## src/shared/irq_filter_defines.svh

```systemverilog
/*
 * Timing counts, widths and limits for the input filter, interrupt inputs
 * and interval timer. Assumes the system clock runs at 10 MHz.
 */
`ifndef IRQ_FILTER_DEFINES_SVH
`define IRQ_FILTER_DEFINES_SVH

// ============================================================
// Clock and base tick
`define SYS_CLK_HZ 10000000
`define TICK_TIME_US 100
`define TICK_CYCLES (`SYS_CLK_HZ / 1000000 * `TICK_TIME_US)
`define TICK_CNT_W 10
`define TICKS_PER_MS 10

// ============================================================
// Input map: word 000 in bits 11..0, word 001 in bits 23..12
`define WORD_BITS 12
`define N_IN 24
`define N_OUT 16
`define N_CH 4
`define N_CH_SMALL 2
`define CH_BASE_BIT 3

// ============================================================
// Filter limits in 0.1 ms ticks for word 001 and later
`define FILT_CNT_W 11
`define FILT_W1_1MS 11'h002
`define FILT_W1_2MS 11'h00A
`define FILT_W1_4MS 11'h014
`define FILT_W1_8MS 11'h028
`define FILT_W1_16MS 11'h050
`define FILT_W1_32MS 11'h096
`define FILT_W1_64MS 11'h12C
`define FILT_W1_128MS 11'h258

// ============================================================
// Counter mode and interval timer, timer period in 0.1 ms units
`define CNT_W 16
`define TMR_W 22
`define TMR_MIN 22'h000005
`define TMR_MAX 22'h30D2C0

`endif

```

## src/shared/irq_filter_pkg.sv

```systemverilog
/*
 * Types shared by the input filter and interrupt block.
 * Assumes the defines header is compiled with it.
 */
package irq_filter_pkg;

   // ============================================================
   // Use of each interrupt-capable terminal
   typedef enum logic [1:0] {
      MODE_PLAIN = 2'h0,
      MODE_DIRECT = 2'h1,
      MODE_COUNTER = 2'h2,
      MODE_QUICK = 2'h3
   } chan_mode_e;

   typedef enum logic {
      TMR_ONE_SHOT = 1'h0,
      TMR_SCHEDULED = 1'h1
   } timer_mode_e;

   typedef enum logic [1:0] {
      TS_IDLE = 2'h1,
      TS_RUN = 2'h2
   } timer_state_e;

endpackage

```

## src/shared/tick_if.sv

```systemverilog
/*
 * Carries the 0.1 ms tick and filter setting from the top to its
 * submodules. Assumes all parties run on the one system clock.
 */
`timescale 1ns/1ns
`default_nettype none

interface tick_if;
   logic tick;
   logic [2:0] filter_sel;

   modport src (output tick, output filter_sel);
   modport snk (input tick, input filter_sel);
endinterface

`default_nettype wire

```

## src/rtl/input_filter_interrupt_timer.sv

```systemverilog
/*
 * Input conditioning and interrupt logic: debounced inputs, interrupt
 * inputs (direct, counter, quick-response) and an interval timer.
 * Assumes field inputs are asynchronous pins, and that the program core
 * drives the acknowledge and configuration inputs on the system clock.
 */
`include "irq_filter_defines.svh"
`timescale 1ns/1ns
`default_nettype none

module input_filter_interrupt_timer (
   // Clock and reset
   input wire logic sys_clk_i,
   input wire logic reset_n_i,
   // Field pins and output words
   input wire logic [`N_IN-1:0] field_in_i,
   input wire logic [`N_OUT-1:0] out_word_i,
   output logic [`N_IN-1:0] io_bit_area_o,
   output logic [`N_OUT-1:0] out_pins_o,
   // Configuration
   input wire logic variant_two_i,
   input wire logic [2:0] filter_sel_i,
   input wire logic [2*`N_CH-1:0] chan_mode_i,
   input wire logic [`CNT_W*`N_CH-1:0] count_set_i,
   // Interrupt requests to the program core
   output logic [`N_CH-1:0] int_req_o,
   input wire logic [`N_CH-1:0] int_ack_i,
   input wire logic [`N_CH-1:0] quick_clr_i,
   // Interval timer
   input wire logic timer_start_i,
   input wire logic timer_stop_i,
   input wire logic timer_mode_i,
   input wire logic [`TMR_W-1:0] timer_period_i,
   input wire logic timer_ack_i,
   output logic timer_int_o,
   output logic timer_running_o
);

   // ============================================================
   // Reset release
   logic rst_meta;
   logic rst_n;

   always_ff @(posedge sys_clk_i or negedge reset_n_i) begin
      if (!reset_n_i) begin
         rst_meta <= 1'b0;
         rst_n <= 1'b0;
      end else begin
         rst_meta <= 1'b1;
         rst_n <= rst_meta;
      end
   end

   // ============================================================
   // Pin synchronisers and edge history
   logic [`N_IN-1:0] in_meta;
   logic [`N_IN-1:0] in_sync;
   logic [`N_IN-1:0] in_prev;

   always_ff @(posedge sys_clk_i or negedge rst_n) begin
      if (!rst_n) begin
         in_meta <= '0;
         in_sync <= '0;
         in_prev <= '0;
      end else begin
         in_meta <= field_in_i;
         in_sync <= in_meta;
         in_prev <= in_sync;
      end
   end

   // ============================================================
   // 0.1 ms tick
   tick_if tk ();
   logic [`TICK_CNT_W-1:0] tick_cnt;

   always_ff @(posedge sys_clk_i or negedge rst_n) begin
      if (!rst_n) begin
         tick_cnt <= '0;
      end else if (tick_cnt == `TICK_CNT_W'(`TICK_CYCLES - 1)) begin
         tick_cnt <= '0;
      end else begin
         tick_cnt <= tick_cnt + 1'b1;
      end
   end

   assign tk.tick = (tick_cnt == `TICK_CNT_W'(`TICK_CYCLES - 1));
   assign tk.filter_sel = filter_sel_i;

   // ============================================================
   // Debounce filter
   logic [`N_IN-1:0] filt;

   // two-flop sync plus filter delay only
   input_debounce u_debounce (
      .clk(sys_clk_i),
      .rst_n(rst_n),
      .tk(tk),
      .raw(in_sync),
      .filt(filt)
   );

   // ============================================================
   // Interrupt-capable channels
   irq_filter_pkg::chan_mode_e mode [`N_CH];
   logic [`CNT_W-1:0] pulse_cnt [`N_CH];
   logic [`N_CH-1:0] ch_en;
   logic [`N_CH-1:0] rise;
   logic [`N_CH-1:0] hit;
   logic [`N_CH-1:0] quick_latch;

   for (genvar i = 0; i < `N_CH; i++) begin : g_ch
      localparam int B = `CH_BASE_BIT + i;
      logic [`CNT_W-1:0] next_cnt;

      assign mode[i] = irq_filter_pkg::chan_mode_e'(chan_mode_i[2*i +: 2]);
      assign ch_en[i] = (i < `N_CH_SMALL) || !variant_two_i;
      // raw synced edge, bypassing the filter
      assign rise[i] = in_sync[B] && !in_prev[B];
      assign next_cnt = pulse_cnt[i] + 1'b1;
      assign hit[i] = ch_en[i] && mode[i] == irq_filter_pkg::MODE_COUNTER && rise[i]
         && next_cnt == count_set_i[`CNT_W*i +: `CNT_W];

      always_ff @(posedge sys_clk_i or negedge rst_n) begin
         if (!rst_n) begin
            pulse_cnt[i] <= '0;
         end else if (!ch_en[i] || mode[i] != irq_filter_pkg::MODE_COUNTER) begin
            pulse_cnt[i] <= '0;
         end else if (hit[i]) begin
            pulse_cnt[i] <= '0;
         end else if (rise[i]) begin
            pulse_cnt[i] <= next_cnt;
         end
      end

      // A request raised in the cycle of its acknowledge must not be lost.
      always_ff @(posedge sys_clk_i or negedge rst_n) begin
         if (!rst_n) begin
            int_req_o[i] <= 1'b0;
         end else if (ch_en[i] && ((mode[i] == irq_filter_pkg::MODE_DIRECT && rise[i]) || hit[i])) begin
            int_req_o[i] <= 1'b1;
         end else if (int_ack_i[i] || !ch_en[i]) begin
            int_req_o[i] <= 1'b0;
         end
      end

      // Any synced high sample is caught, so pulses far under 0.2 ms latch too.
      always_ff @(posedge sys_clk_i or negedge rst_n) begin
         if (!rst_n) begin
            quick_latch[i] <= 1'b0;
         end else if (ch_en[i] && mode[i] == irq_filter_pkg::MODE_QUICK && in_sync[B]) begin
            quick_latch[i] <= 1'b1;
         end else if (quick_clr_i[i] || mode[i] != irq_filter_pkg::MODE_QUICK || !ch_en[i]) begin
            quick_latch[i] <= 1'b0;
         end
      end
   end

   // ============================================================
   // Input word image and output words
   logic [`N_IN-1:0] next_area;

   always_comb begin
      next_area = filt;
      for (int c = 0; c < `N_CH; c++) begin
         if (ch_en[c] && mode[c] == irq_filter_pkg::MODE_QUICK) begin
            next_area[`CH_BASE_BIT + c] = quick_latch[c];
         end
      end
   end

   always_ff @(posedge sys_clk_i or negedge rst_n) begin
      if (!rst_n) begin
         io_bit_area_o <= '0;
         out_pins_o <= '0;
      end else begin
         io_bit_area_o <= next_area;
         out_pins_o <= out_word_i;
      end
   end

   // ============================================================
   // Interval timer
   logic timer_expire;

   interval_timer u_timer (
      .clk(sys_clk_i),
      .rst_n(rst_n),
      .tk(tk),
      .start(timer_start_i),
      .stop(timer_stop_i),
      .mode(irq_filter_pkg::timer_mode_e'(timer_mode_i)),
      .period(timer_period_i),
      .expire(timer_expire),
      .running(timer_running_o)
   );

   always_ff @(posedge sys_clk_i or negedge rst_n) begin
      if (!rst_n) begin
         timer_int_o <= 1'b0;
      end else if (timer_expire) begin
         timer_int_o <= 1'b1;
      end else if (timer_ack_i) begin
         timer_int_o <= 1'b0;
      end
   end
endmodule

`default_nettype wire

```

## src/rtl/input_debounce.sv

```systemverilog
/*
 * Debounce filter for every external input bit.
 * Assumes inputs are already synchronised and the tick is one cycle wide.
 */
`include "irq_filter_defines.svh"
`timescale 1ns/1ns
`default_nettype none

module input_debounce (
   // Clock and reset
   input wire logic clk,
   input wire logic rst_n,
   // Tick and setting
   tick_if.snk tk,
   // Data
   input wire logic [`N_IN-1:0] raw,
   output logic [`N_IN-1:0] filt
);

   function automatic logic [`FILT_CNT_W-1:0] w1_limit(input logic [2:0] sel);
      logic [`FILT_CNT_W-1:0] v;
      v = `FILT_W1_1MS;
      unique case (sel)
         3'h0: v = `FILT_W1_1MS;
         3'h1: v = `FILT_W1_2MS;
         3'h2: v = `FILT_W1_4MS;
         3'h3: v = `FILT_W1_8MS;
         3'h4: v = `FILT_W1_16MS;
         3'h5: v = `FILT_W1_32MS;
         3'h6: v = `FILT_W1_64MS;
         3'h7: v = `FILT_W1_128MS;
      endcase
      return v;
   endfunction

   logic [`FILT_CNT_W-1:0] lim_w0;
   logic [`FILT_CNT_W-1:0] lim_w1;

   assign lim_w0 = `FILT_CNT_W'(`TICKS_PER_MS) << tk.filter_sel;
   assign lim_w1 = w1_limit(tk.filter_sel);

   // ============================================================
   // Per-bit stability counters
   for (genvar b = 0; b < `N_IN; b++) begin : g_bit
      logic [`FILT_CNT_W-1:0] stable_cnt;
      logic [`FILT_CNT_W-1:0] lim;
      assign lim = (b < `WORD_BITS) ? lim_w0 : lim_w1;

      always_ff @(posedge clk or negedge rst_n) begin
         if (!rst_n) begin
            stable_cnt <= '0;
            filt[b] <= 1'b0;
         end else if (raw[b] == filt[b]) begin
            stable_cnt <= '0;
         end else if (tk.tick) begin
            // The first tick can fall at once, so one extra tick keeps the delay at or above the limit.
            if (stable_cnt >= lim) begin
               filt[b] <= raw[b];
               stable_cnt <= '0;
            end else begin
               stable_cnt <= stable_cnt + 1'b1;
            end
         end
      end
   end

endmodule

`default_nettype wire

```

## src/rtl/interval_timer.sv

```systemverilog
/*
 * Interval timer with one-shot and scheduled modes.
 * Assumes a one-cycle tick every 0.1 ms and same-clock control pulses.
 */
`include "irq_filter_defines.svh"
`timescale 1ns/1ns
`default_nettype none

module interval_timer (
   // Clock and reset
   input wire logic clk,
   input wire logic rst_n,
   tick_if.snk tk,
   // Control
   input wire logic start,
   input wire logic stop,
   input wire irq_filter_pkg::timer_mode_e mode,
   input wire logic [`TMR_W-1:0] period,
   // Status
   output logic expire,
   output logic running
);

   irq_filter_pkg::timer_state_e state;
   logic [`TMR_W-1:0] remain;
   logic [`TMR_W-1:0] load;

   // clamp to the legal period range
   assign load = (period < `TMR_MIN) ? `TMR_MIN : (period > `TMR_MAX) ? `TMR_MAX : period;
   assign running = (state == irq_filter_pkg::TS_RUN);

   always_ff @(posedge clk or negedge rst_n) begin
      if (!rst_n) begin
         state <= irq_filter_pkg::TS_IDLE;
         remain <= '0;
         expire <= 1'b0;
      end else begin
         expire <= 1'b0;
         unique case (state)
            irq_filter_pkg::TS_IDLE: begin
               if (start) begin
                  remain <= load;
                  state <= irq_filter_pkg::TS_RUN;
               end
            end
            irq_filter_pkg::TS_RUN: begin
               if (stop) begin
                  state <= irq_filter_pkg::TS_IDLE;
               end else if (start) begin
                  remain <= load;
               end else if (tk.tick) begin
                  if (remain == `TMR_W'(1)) begin
                     expire <= 1'b1;
                     remain <= load;
                     if (mode == irq_filter_pkg::TMR_ONE_SHOT) begin
                        state <= irq_filter_pkg::TS_IDLE;
                     end
                  end else begin
                     remain <= remain - 1'b1;
                  end
               end
            end
         endcase
      end
   end
endmodule

`default_nettype wire

```

## config.mk

```make
export PLATFORM = sky130hd
export DESIGN_NAME = input_filter_interrupt_timer
export DESIGN_NICKNAME = d
export VERILOG_FILES = /design/src/shared/irq_filter_pkg.sv /design/src/shared/tick_if.sv /design/src/rtl/input_filter_interrupt_timer.sv /design/src/rtl/input_debounce.sv /design/src/rtl/interval_timer.sv
export VERILOG_INCLUDE_DIRS = /design/src /design/src/shared
export SDC_FILE = /design/constraint.sdc
export NUM_CORES = 1
export LEC_CHECK = 0
export ABC_AREA = 1
export BUFFER_PORTS_ARGS = -buffer_cell sky130_fd_sc_hd__buf_2
export CAP_MARGIN = 20
export CORE_ASPECT_RATIO = 2
export CORE_UTILIZATION = 60
export CTS_BUF_LIST = sky130_fd_sc_hd__clkbuf_2
export DETAILED_ROUTE_END_ITERATION = 12
export PLACE_DENSITY = 0.89
export SYNTH_ARGS = -nofsm -noshare
export SYNTH_HDL_FRONTEND = slang
export SYNTH_SLANG_ARGS = --single-unit
export TNS_END_PERCENT = 5
```

## constraint.sdc

```tcl
create_clock -name sys_clk_i -period 31.8 [get_ports sys_clk_i]
set_input_delay 9.54 -clock sys_clk_i [delete_from_list [all_inputs] [get_ports sys_clk_i]]
set_output_delay 9.54 -clock sys_clk_i [all_outputs]
set_load 0.01 [all_outputs]
```

==> results of run 1 <==
[routing by layer]
layer  track usage  vias to the layer above  routed length (um)
met5             0                        -                   0
li1              -                    13300                   -
met2         0.555                      899               39100
met1         0.290                    12900               26600
met3        0.0519                      322                4040
met4         0.184                        0                4040
[registers in the layout, summed over array words and instances (netlist names)]
name	cells
in_meta	24
in_prev	4
in_sync	24
int_req_o	4
io_bit_area_o	24
out_pins_o	16
pulse_cnt	64
quick_latch	4
rst_meta	1
rst_n	1
tick_cnt	10
timer_int_o	1
u_debounce.filt	24
u_debounce.g_bit.stable_cnt	264
u_timer.expire	1
u_timer.remain	22
u_timer.state	2
[worst max path at each step]
stage | cells past startpoint | slack [ns] | to | start
CTS | 16 | 20.11 | u_debounce.g_bit[11].stable_cnt[4]$_DFFE_PN0P_ | filter_sel_i[1]
floorplan | 0 | 17.13 | in_meta[0]$_DFF_PN0_ | rst_n$_DFF_PN0_
global placement | 16 | 18.93 | u_debounce.g_bit[11].stable_cnt[4]$_DFFE_PN0P_ | filter_sel_i[1]
finish | 16 | 19.90 | u_debounce.g_bit[11].stable_cnt[4]$_DFFE_PN0P_ | filter_sel_i[1]
detailed placement | 16 | 18.87 | u_debounce.g_bit[11].stable_cnt[4]$_DFFE_PN0P_ | filter_sel_i[1]
global route | 16 | 19.76 | u_debounce.g_bit[11].stable_cnt[4]$_DFFE_PN0P_ | filter_sel_i[1]
[final cells by class]
cell class / count / area (um2)
multi-input cells: 2868 / 16200
flip-flops and latches: 490 / 12300
well taps: 649 / 812
clock buffers: 150 / 751
diodes: 8 / 20.0
clock inverters: 53 / 275
fillers: 4229 / 16900
inverters: 438 / 1640
repair buffers: 216 / 1140
[worst max-delay path, delay by kind of cell]
family | cells | cell delay, ns
compound gates | 2 | 0.11
fa+ha+maj | 2 | 0.58
buf+inv | 3 | 0.25
simple gates | 9 | 2.46
[power groups by stage]
stage               combinational (W)  clock (W)  sequential, W
floorplan                    0.000125          0       0.000681
global placement             0.000180          0       0.000676
detailed placement           0.000186          0       0.000676
CTS                          0.000188   0.000428       0.000664
global route                 0.000215   0.000457       0.000668
finish                       0.000189   0.000413       0.000665
[logic make-up (layout without fill, tap and decap cells)]
logic type | count (synthesis) | in the layout
AND/OR/NAND/NOR | 1878 | 1878
AO/OA/AOI/OAI | 531 | 531
flip-flops | 490 | 490
buffers and inverters | 475 | 857
adder cells (fa/ha/maj) | 252 | 252
XOR/XNOR | 197 | 197
multiplexers | 9 | 9
other | 1 | 9
[cells in the final DEF (no fill, tap or decap), types with 6 or more instances in the layout]
cell type	synthesis	routed
sky130_fd_sc_hd__buf_2	18	197
sky130_fd_sc_hd__nand3b_1	41	41
sky130_fd_sc_hd__clkbuf_2	0	150
sky130_fd_sc_hd__nand2_1	951	951
sky130_fd_sc_hd__o31ai_1	6	6
sky130_fd_sc_hd__o211ai_1	14	14
sky130_fd_sc_hd__a21oi_1	178	178
sky130_fd_sc_hd__nor3b_1	15	15
sky130_fd_sc_hd__o21ai_0	205	202
sky130_fd_sc_hd__and3_1	12	12
sky130_fd_sc_hd__inv_2	8	9
sky130_fd_sc_hd__nor2_1	377	377
sky130_fd_sc_hd__inv_1	428	428
sky130_fd_sc_hd__nand3_1	233	233
sky130_fd_sc_hd__nand4_1	79	79
sky130_fd_sc_hd__o21a_1	21	21
sky130_fd_sc_hd__nor2_2	16	16
sky130_fd_sc_hd__diode_2	0	8
sky130_fd_sc_hd__a31oi_1	7	7
sky130_fd_sc_hd__ha_1	252	252
sky130_fd_sc_hd__o22ai_1	37	37
sky130_fd_sc_hd__xnor2_1	38	38
sky130_fd_sc_hd__nand3_2	15	15
sky130_fd_sc_hd__mux2i_1	8	8
sky130_fd_sc_hd__o21bai_1	12	12
sky130_fd_sc_hd__nand2_2	16	16
sky130_fd_sc_hd__nor3_1	89	89
sky130_fd_sc_hd__buf_4	1	18
sky130_fd_sc_hd__xor2_1	157	157
sky130_fd_sc_hd__clkinv_2	0	12
sky130_fd_sc_hd__o21ai_1	23	26
sky130_fd_sc_hd__dfrtp_1	489	488
sky130_fd_sc_hd__nor4_1	10	10
sky130_fd_sc_hd__clkinv_1	2	38
[per-stage QoR]
| step | std cells | util |
|---|---|---|
| 2_1_floorplan | 3833 | - |
| 3_3_place_gp | 4658 | 0.641 |
| 3_5_place_dp | 4658 | 0.641 |
| 4_1_cts | 4861 | 0.661 |
| 5_1_grt | 4872 | 0.662 |
| 6_report | 4872 | 0.662 |
==> out/summary.md, run 1 <==
The post-CTS resize count is 0, and the placer's final routability congestion estimate is 0.935. Timing would allow up to 84.0 MHz. The first global-routing pass estimated 124 mm of wire.

The average vias per placed instance works out to 5.64. The cell repeated most along the worst path was sky130_fd_sc_hd__nand2_1. The worst setup path is launched from an input pin. Data on the critical path arrives at its endpoint at 12.96 ns. The analysis attributes to cell leakage a power of 16.5 nW. The clock period could shrink to 11.90 ns. The worst clock skew on the final layout is 0.0723 ns. The floorplan step defined a die boundary enclosing 51400 um2. For the number of sinks handled by clock tree synthesis, the log shows 490.

The switching share of total power works out to 0.326. The share of the yosys chip area belonging to registers is 0.405, and the global-route total usage across every layer is 0.293. The proportion of power drawn by combinational gates is 0.149, and the register-to-register path setup slack is 28.91 ns. STA puts the critical path data required time at 32.86 ns. The total negative setup slack came out at 0 ns. The source of the worst register-to-register timing path was rst_n$_DFF_PN0_. Setup repair after global routing left no endpoint under its margin. Before CTS, the worst setup slack after placement is 18.87 ns. Yosys attributes the largest share of cell area to sky130_fd_sc_hd__dfrtp_1, sky130_fd_sc_hd__nand2_1, sky130_fd_sc_hd__ha_1, sky130_fd_sc_hd__inv_1, sky130_fd_sc_hd__nor2_1. The die is 161 um wide. Compared with the post-synthesis result, the final layout area differs by 9.28%.

The proportion of power drawn by the clock network is 0.326. At the later pin of the worst-skew pair, clock insertion delay measures 1.14 ns. The initial cell density of the core came out at 0.606.

The biggest area contributor in the post-synthesis netlist is sky130_fd_sc_hd__dfrtp_1. The deepest level of the CTS H-tree is 3. The clock slew at the register clock pins of the worst setup and hold paths came out at 0.11 ns. The hold slack was 0.213 ns. The detailed-route via count was 27500. On the critical path, the stage with the largest delay is an instance of sky130_fd_sc_hd__and2_1. In this run, the number of DRC markers left after iteration 0 of detailed routing was 1380. After technology mapping, the gate count stands at 3833. The share of the clock period used by the worst path after layout works out to 0.374. The endpoint identified for the worst register-to-register timing path is in_meta[3]$_DFF_PN0_. The post-synthesis share of cell area spent on xor and xnor gates works out to 0.0579. The number of buffers inserted by port buffering came out at 197. After clock tree synthesis, the setup repair step added 0 buffers. For the final routed wirelength across all metal layers, the log shows 73.8 mm. The logs give 0.525 for the proportion of power drawn by flip-flops and latches and 8 for the first-pass iteration count of the detailed router. The run finished with clean final reports.

The tools report the net count reported at finish as 4529. Entering global routing, the biggest net connects 84 pins. The number of placement rows came out at 116.

The maximum fanout encountered on the critical timing path was 14. Number of buffers between clock root and the deepest sink: 3. Power comes to 0.00127 W. During I/O placement, the number of pins put on the boundary was 198.

The peak supply drop is 36.0 uV, and the net count of the mapped netlist is 4237. The cell area after layout was 33100 um2; the total overflow reported by the global router was 0. For the count of hold buffers inserted by post-cts repair, the log shows 0.

For this run, the leading register cell type out of synthesis is sky130_fd_sc_hd__dfrtp_1. The fraction of the mapped netlist area in simple logic gates is 0.271. After detailed routing, the average wire length per cell comes to 15.1 um. The fraction of registers with async set or reset after synthesis works out to 1.00. The cell count of the worst reg-to-reg path is 3, and the count of yosys warnings during synthesis is 0. The most frequent cell after synthesis was sky130_fd_sc_hd__nand2_1.

The worst setup path is captured at a register. The final count of pins violating max slew was 0. The synthesized netlist contains 63 unique library cells. The via count of the first global-routing pass is 27900, and the total of endpoints with negative setup slack in the final report is 0. The die is 320 um tall. Dividing the synthesized area by the synthesized cell count gives 7.90 um2. For the initial antenna violation count, the log shows 7. The final worst setup slack was 19.90 ns; the ratio of total power to cell area was 38.3 nW/um2.

The synthesized design contains 0 enable-type register cells. In this run the power spent charging and discharging nets is 0.000413 W. The commonest cells after synthesis are sky130_fd_sc_hd__nand2_1, sky130_fd_sc_hd__dfrtp_1, sky130_fd_sc_hd__inv_1.

For the hold violation total from the final report, the log shows 0. The adder-cell area share of the yosys netlist came out at 0.104. In this run the clock root is driven by a sky130_fd_sc_hd__clkbuf_2. In this run the standard cell core region covers 49900 um2.

The tools report the remaining max-slew budget at the tightest pin as 0.364. Cell internal power was estimated by the tool at 0.000854 W. Placed cell area: 32000 um2. After legalization and detailed placement, the total HPWL measured 53.5 mm. The cell area that synthesis handed to floorplanning was 30300 um2. The mux cell area share after synthesis is 0.00302.

The area fraction in compound gates after synthesis is 0.0975. After synthesis, the largest family of logic cells by area is simple AND/OR/NAND/NOR gates. The count of maximum capacitance violations was 0. Once detail routing completed, the nets flagged for antenna violations numbered 0. Fraction of layout cells with a size suffix above 1: 0.110.

In this design, the stage delay of the slowest critical-path cell is 0.78 ns. TritonCTS built the clock tree. The critical path goes through buf_2, inv_1, ha_1, nand2_1, and2_1, ha_1, nand2_1, inv_1, o21ai_0, nand3_1, nand2_1, a21oi_1, or2_2, nand2_1, nand2_1, nor3_1. The worst hold path belongs to the class register to asynchronous set/reset pin.

For the pin with the worst max-slew slack, the measured transition is 0.954 ns. The worst setup path is of the input pin to register kind. Buffers inserted during clock tree synthesis total 111.

For this run, design rule violations remaining after detail routing come to 0. The number of storage elements in the synthesis netlist works out to 490. Share of the synthesized area in the top cell type: 0.404.
Note: power is estimated with default switching activity, not from simulation.
==> inputs of run 2 (changes only) <==
==> constraint.sdc (replaced) <==
create_clock -name sys_clk_i -period 11.58 [get_ports sys_clk_i]
set_input_delay 3.474 -clock sys_clk_i [delete_from_list [all_inputs] [get_ports sys_clk_i]]
set_output_delay 3.474 -clock sys_clk_i [all_outputs]
set_load 0.01 [all_outputs]
==> run 2 against run 1 <==
  * Utilization shrank 0.078 points
  * First-iteration DRC count shrank 2.2%
  * Register-to-register slack lost 21 ns
  * Via count shrank 0.82%
  * Hold slack gained 0.11 ns
  * Die area is the same
  * Clock skew grew 0.064 ns
  * Total power grew to 2.7 times the previous value
  * Non-clock buffer count shrank 3
  * Highest routed layer is now met5
==> out/summary.md, run 2 (synthesized netlist as in run 1, its figures left out) <==
The flow ran to the end, and the final reports show no timing, DRC or antenna violations. Setup repair after global routing left no endpoint under its margin. The number of sinks handled by clock tree synthesis was 490 (unchanged). The launch instance of the worst min-delay path was in_meta[10]$_DFF_PN0_. From synthesis to final layout, the design area changed by 9.15%. The final routed wire length divided by cell count was 15.3 um (+1.0%); the global-route total usage across every layer was 0.294 (+0.00103). The tools report the hold violation total from the final report as 0 (unchanged).

The register-to-register path setup slack was 8.23 ns (-20.68 ns); the average vias per placed instance was 5.60 (-0.72%). The first-pass iteration count of the detailed router is 6 (-2). The tools report the number of buffers added for setup after CTS as 0 (unchanged). The tools report the source of the worst register-to-register timing path as rst_n$_DFF_PN0_.

The ratio of total power to cell area is 105 nW/um2 (+170%). The HPWL reported at the end of detailed placement is 53.9 mm (+0.77%). For the final count of pins violating max slew, the log shows 0 (unchanged). Post-CTS resize count: 0 (unchanged). The data arrival time of the critical path is 6.84 ns (-6.12 ns), and the final routed wirelength across all metal layers is 74.5 mm (+0.91%). The critical register-to-register path endpoint was pulse_cnt[62]$_DFFE_PN0P_. The worst setup path is captured at a register.

For hold timing, the worst endpoint is in_sync[10]$_DFF_PN0_. The largest net degree at the start of global routing is 183 (+120%), and the actual transition at the worst max-transition pin is 1.07 ns (+0.112 ns). For the core footprint, the log shows 49900 um2 (unchanged). The run gives 3 (unchanged) as the number of buffers between clock root and the deepest sink. STA classifies the critical path startpoint as an input pin.

For the via count of the first global-routing pass, the log shows 27800 (-0.43%). The placer's final routability congestion estimate was 0.938 (+0.29%). The tools report the hold slack as 0.324 ns (+0.111 ns). The overall die height is 320 um (unchanged), and the total CTS buffers is 109 (-1.8%).

The count of maximum capacitance violations is 0 (unchanged). For the detailed-route via count, the log shows 27300 (-0.82%). The detailed-routed wire length on met3 came out at 3.84 mm (-5.0%). TritonCTS built the clock tree. The worst hold path was traced through 0 stages. The routed metal-1 wirelength is 27.2 mm (+2.4%), and the clock slew at the register clock pins of the worst setup and hold paths is 0.13 ns (+0.02 ns). The maximum fanout encountered on the critical timing path came out at 14 (unchanged). The tools report the count of fill cells added during filler insertion as 4173 (-1.3%). The total negative setup slack is 0 ns (unchanged). The category of the critical setup timing path is input pin to register. The total overflow reported by the global router was 0 (unchanged); the share of the clock period used by the worst path after layout was 0.498. The peak clock frequency supported by timing is 174 MHz.

In the layout the commonest cells are sky130_fd_sc_hd__nand2_1, sky130_fd_sc_hd__dfrtp_1, sky130_fd_sc_hd__inv_1. The run gives 1350 (-2.2%) as the initial detailed-routing violation count. The clock latency on the worst-skew pair is 1.16 ns (+0.02 ns), and the initial antenna violation count is 6 (-1). For the deepest level of the CTS H-tree, the log shows 3 (unchanged).

The most common cell after layout, fill and taps aside was sky130_fd_sc_hd__nand2_1. The run gives 0 (unchanged) as the count of hold buffers inserted by post-cts repair. The number of flip-flops under the largest register name is 264 (unchanged), and the required time of the critical path is 12.65 ns (-20.21 ns). For the amount of wire on met2 after detailed routing, the log shows 39.6 mm (+1.2%).

For the finished layout, the period the worst path requires is 5.76 ns. The tools report the peak supply drop as 109 uV (+200%). Horizontal die dimension: 161 um (unchanged). The fraction of layout cells with a size suffix above 1 is 0.110 (+0.000290), and the worst clock skew on the final layout is 0.136 ns (+0.0639 ns). The number of nets with antenna violations after detailed routing is 0 (unchanged).

The static leakage is 16.5 nW (about the same). In the final layout, the registers with the most flip-flops are u_debounce.g_bit.stable_cnt (264), pulse_cnt (64). The number of placement rows is 116 (unchanged), and the count of unresolved DRC violations after routing is 0 (unchanged). The wire length of the first global-routing pass was 124 mm (+0.21%); the net count reported at finish was 4524 (-0.11%). The logs give 0 (unchanged) for the total of endpoints with negative setup slack in the final report and 0.606 (unchanged) for the initial cell density of the core. The I/O pin total was 198 (unchanged).

The path class of the lowest-slack min-delay path was register to register. The number of buffers inserted by port buffering was 197 (unchanged). Cell count of the worst reg-to-reg path: 3 (unchanged). The remaining max-slew budget at the tightest pin came out at 0.286 (-0.0775). The register with the highest flop count is u_debounce.g_bit.stable_cnt. The highest metal layer carrying signal wires in the routed design is met5. The tree is rooted in a sky130_fd_sc_hd__clkbuf_2. The tools report the area of the die as 51400 um2 (unchanged).
[run 2: how the worst max path moves through the flow]
stage / startpoint / slack (ns) / cells past startpoint / end
final: filter_sel_i[1] / 5.82 / 16 / u_debounce.g_bit[11].stable_cnt[4]$_DFFE_PN0P_
after detailed placement: filter_sel_i[1] / 4.74 / 16 / u_debounce.g_bit[11].stable_cnt[4]$_DFFE_PN0P_
after CTS: filter_sel_i[1] / 6.00 / 16 / u_debounce.g_bit[11].stable_cnt[4]$_DFFE_PN0P_
after global routing: filter_sel_i[1] / 5.68 / 13 / u_debounce.g_bit[10].stable_cnt[5]$_DFFE_PN0P_
after global placement: filter_sel_i[1] / 4.79 / 16 / u_debounce.g_bit[11].stable_cnt[4]$_DFFE_PN0P_
after floorplan: rst_n$_DFF_PN0_ / 3.60 / 0 / in_meta[0]$_DFF_PN0_
[run 2: power breakdown]
part | leakage, nW | internal (W) | switching, W
Sequential | 6.49 | 0.00177 | 0.0000557
Combinational | 9.24 | 0.000167 | 0.000353
Clock | 0.764 | 0.000393 | 0.000718
[run 2: stage by stage]
| step | instance area [um2] | total power (W) | setup WS [ns] | instances | util |
|---|---|---|---|---|---|
| 2_1_floorplan | 30300 | 0.00221 | 3.60 | 3833 | - |
| 3_5_place_dp | 32000 | 0.00238 | 4.74 | 4658 | 0.641 |
| 6_report | 33000 | 0.00346 | 5.82 | 4867 | 0.662 |
| 3_3_place_gp | 32000 | 0.00235 | 4.79 | 4657 | 0.641 |
| 4_1_cts | 33000 | 0.00350 | 6.00 | 4862 | 0.661 |
| 5_1_grt | 33000 | 0.00365 | 5.68 | 4867 | 0.662 |
[run 2: routing by layer]
layer | up-vias | GRT usage
met1 | 12800 | 0.294
li1 | 13300 | -
met2 | 823 | 0.552
met5 | - | 0
met3 | 291 | 0.0534
met4 | 4 | 0.184
[run 2: layout make-up]
| class | count | area, um2 | share of cell area |
|---|---|---|---|
| antenna | 5 | 12.5 | 0.000379 |
| sequential | 490 | 12300 | 0.371 |
| multi-input combinational | 2868 | 16200 | 0.489 |
| timing repair buffer | 213 | 1120 | 0.0340 |
| tap | 649 | 812 | 0.0246 |
| clock buffer | 156 | 781 | 0.0236 |
| clock inverter | 48 | 230 | 0.00697 |
| inverter | 438 | 1640 | 0.0498 |
[run 2: critical path, stage by stage]
cell and delay [ns]:
sky130_fd_sc_hd__buf_2 0.14, sky130_fd_sc_hd__inv_1 0.08, sky130_fd_sc_hd__ha_1 0.19, sky130_fd_sc_hd__nand2_1 0.60
sky130_fd_sc_hd__and2_1 0.76, sky130_fd_sc_hd__ha_1 0.39, sky130_fd_sc_hd__nand2_1 0.10, sky130_fd_sc_hd__inv_1 0.04
sky130_fd_sc_hd__o21ai_0 0.07, sky130_fd_sc_hd__nand3_1 0.09, sky130_fd_sc_hd__nand2_1 0.06, sky130_fd_sc_hd__a21oi_1 0.05
sky130_fd_sc_hd__or2_2 0.31, sky130_fd_sc_hd__nand2_1 0.09, sky130_fd_sc_hd__nand2_1 0.19, sky130_fd_sc_hd__nor3_1 0.19
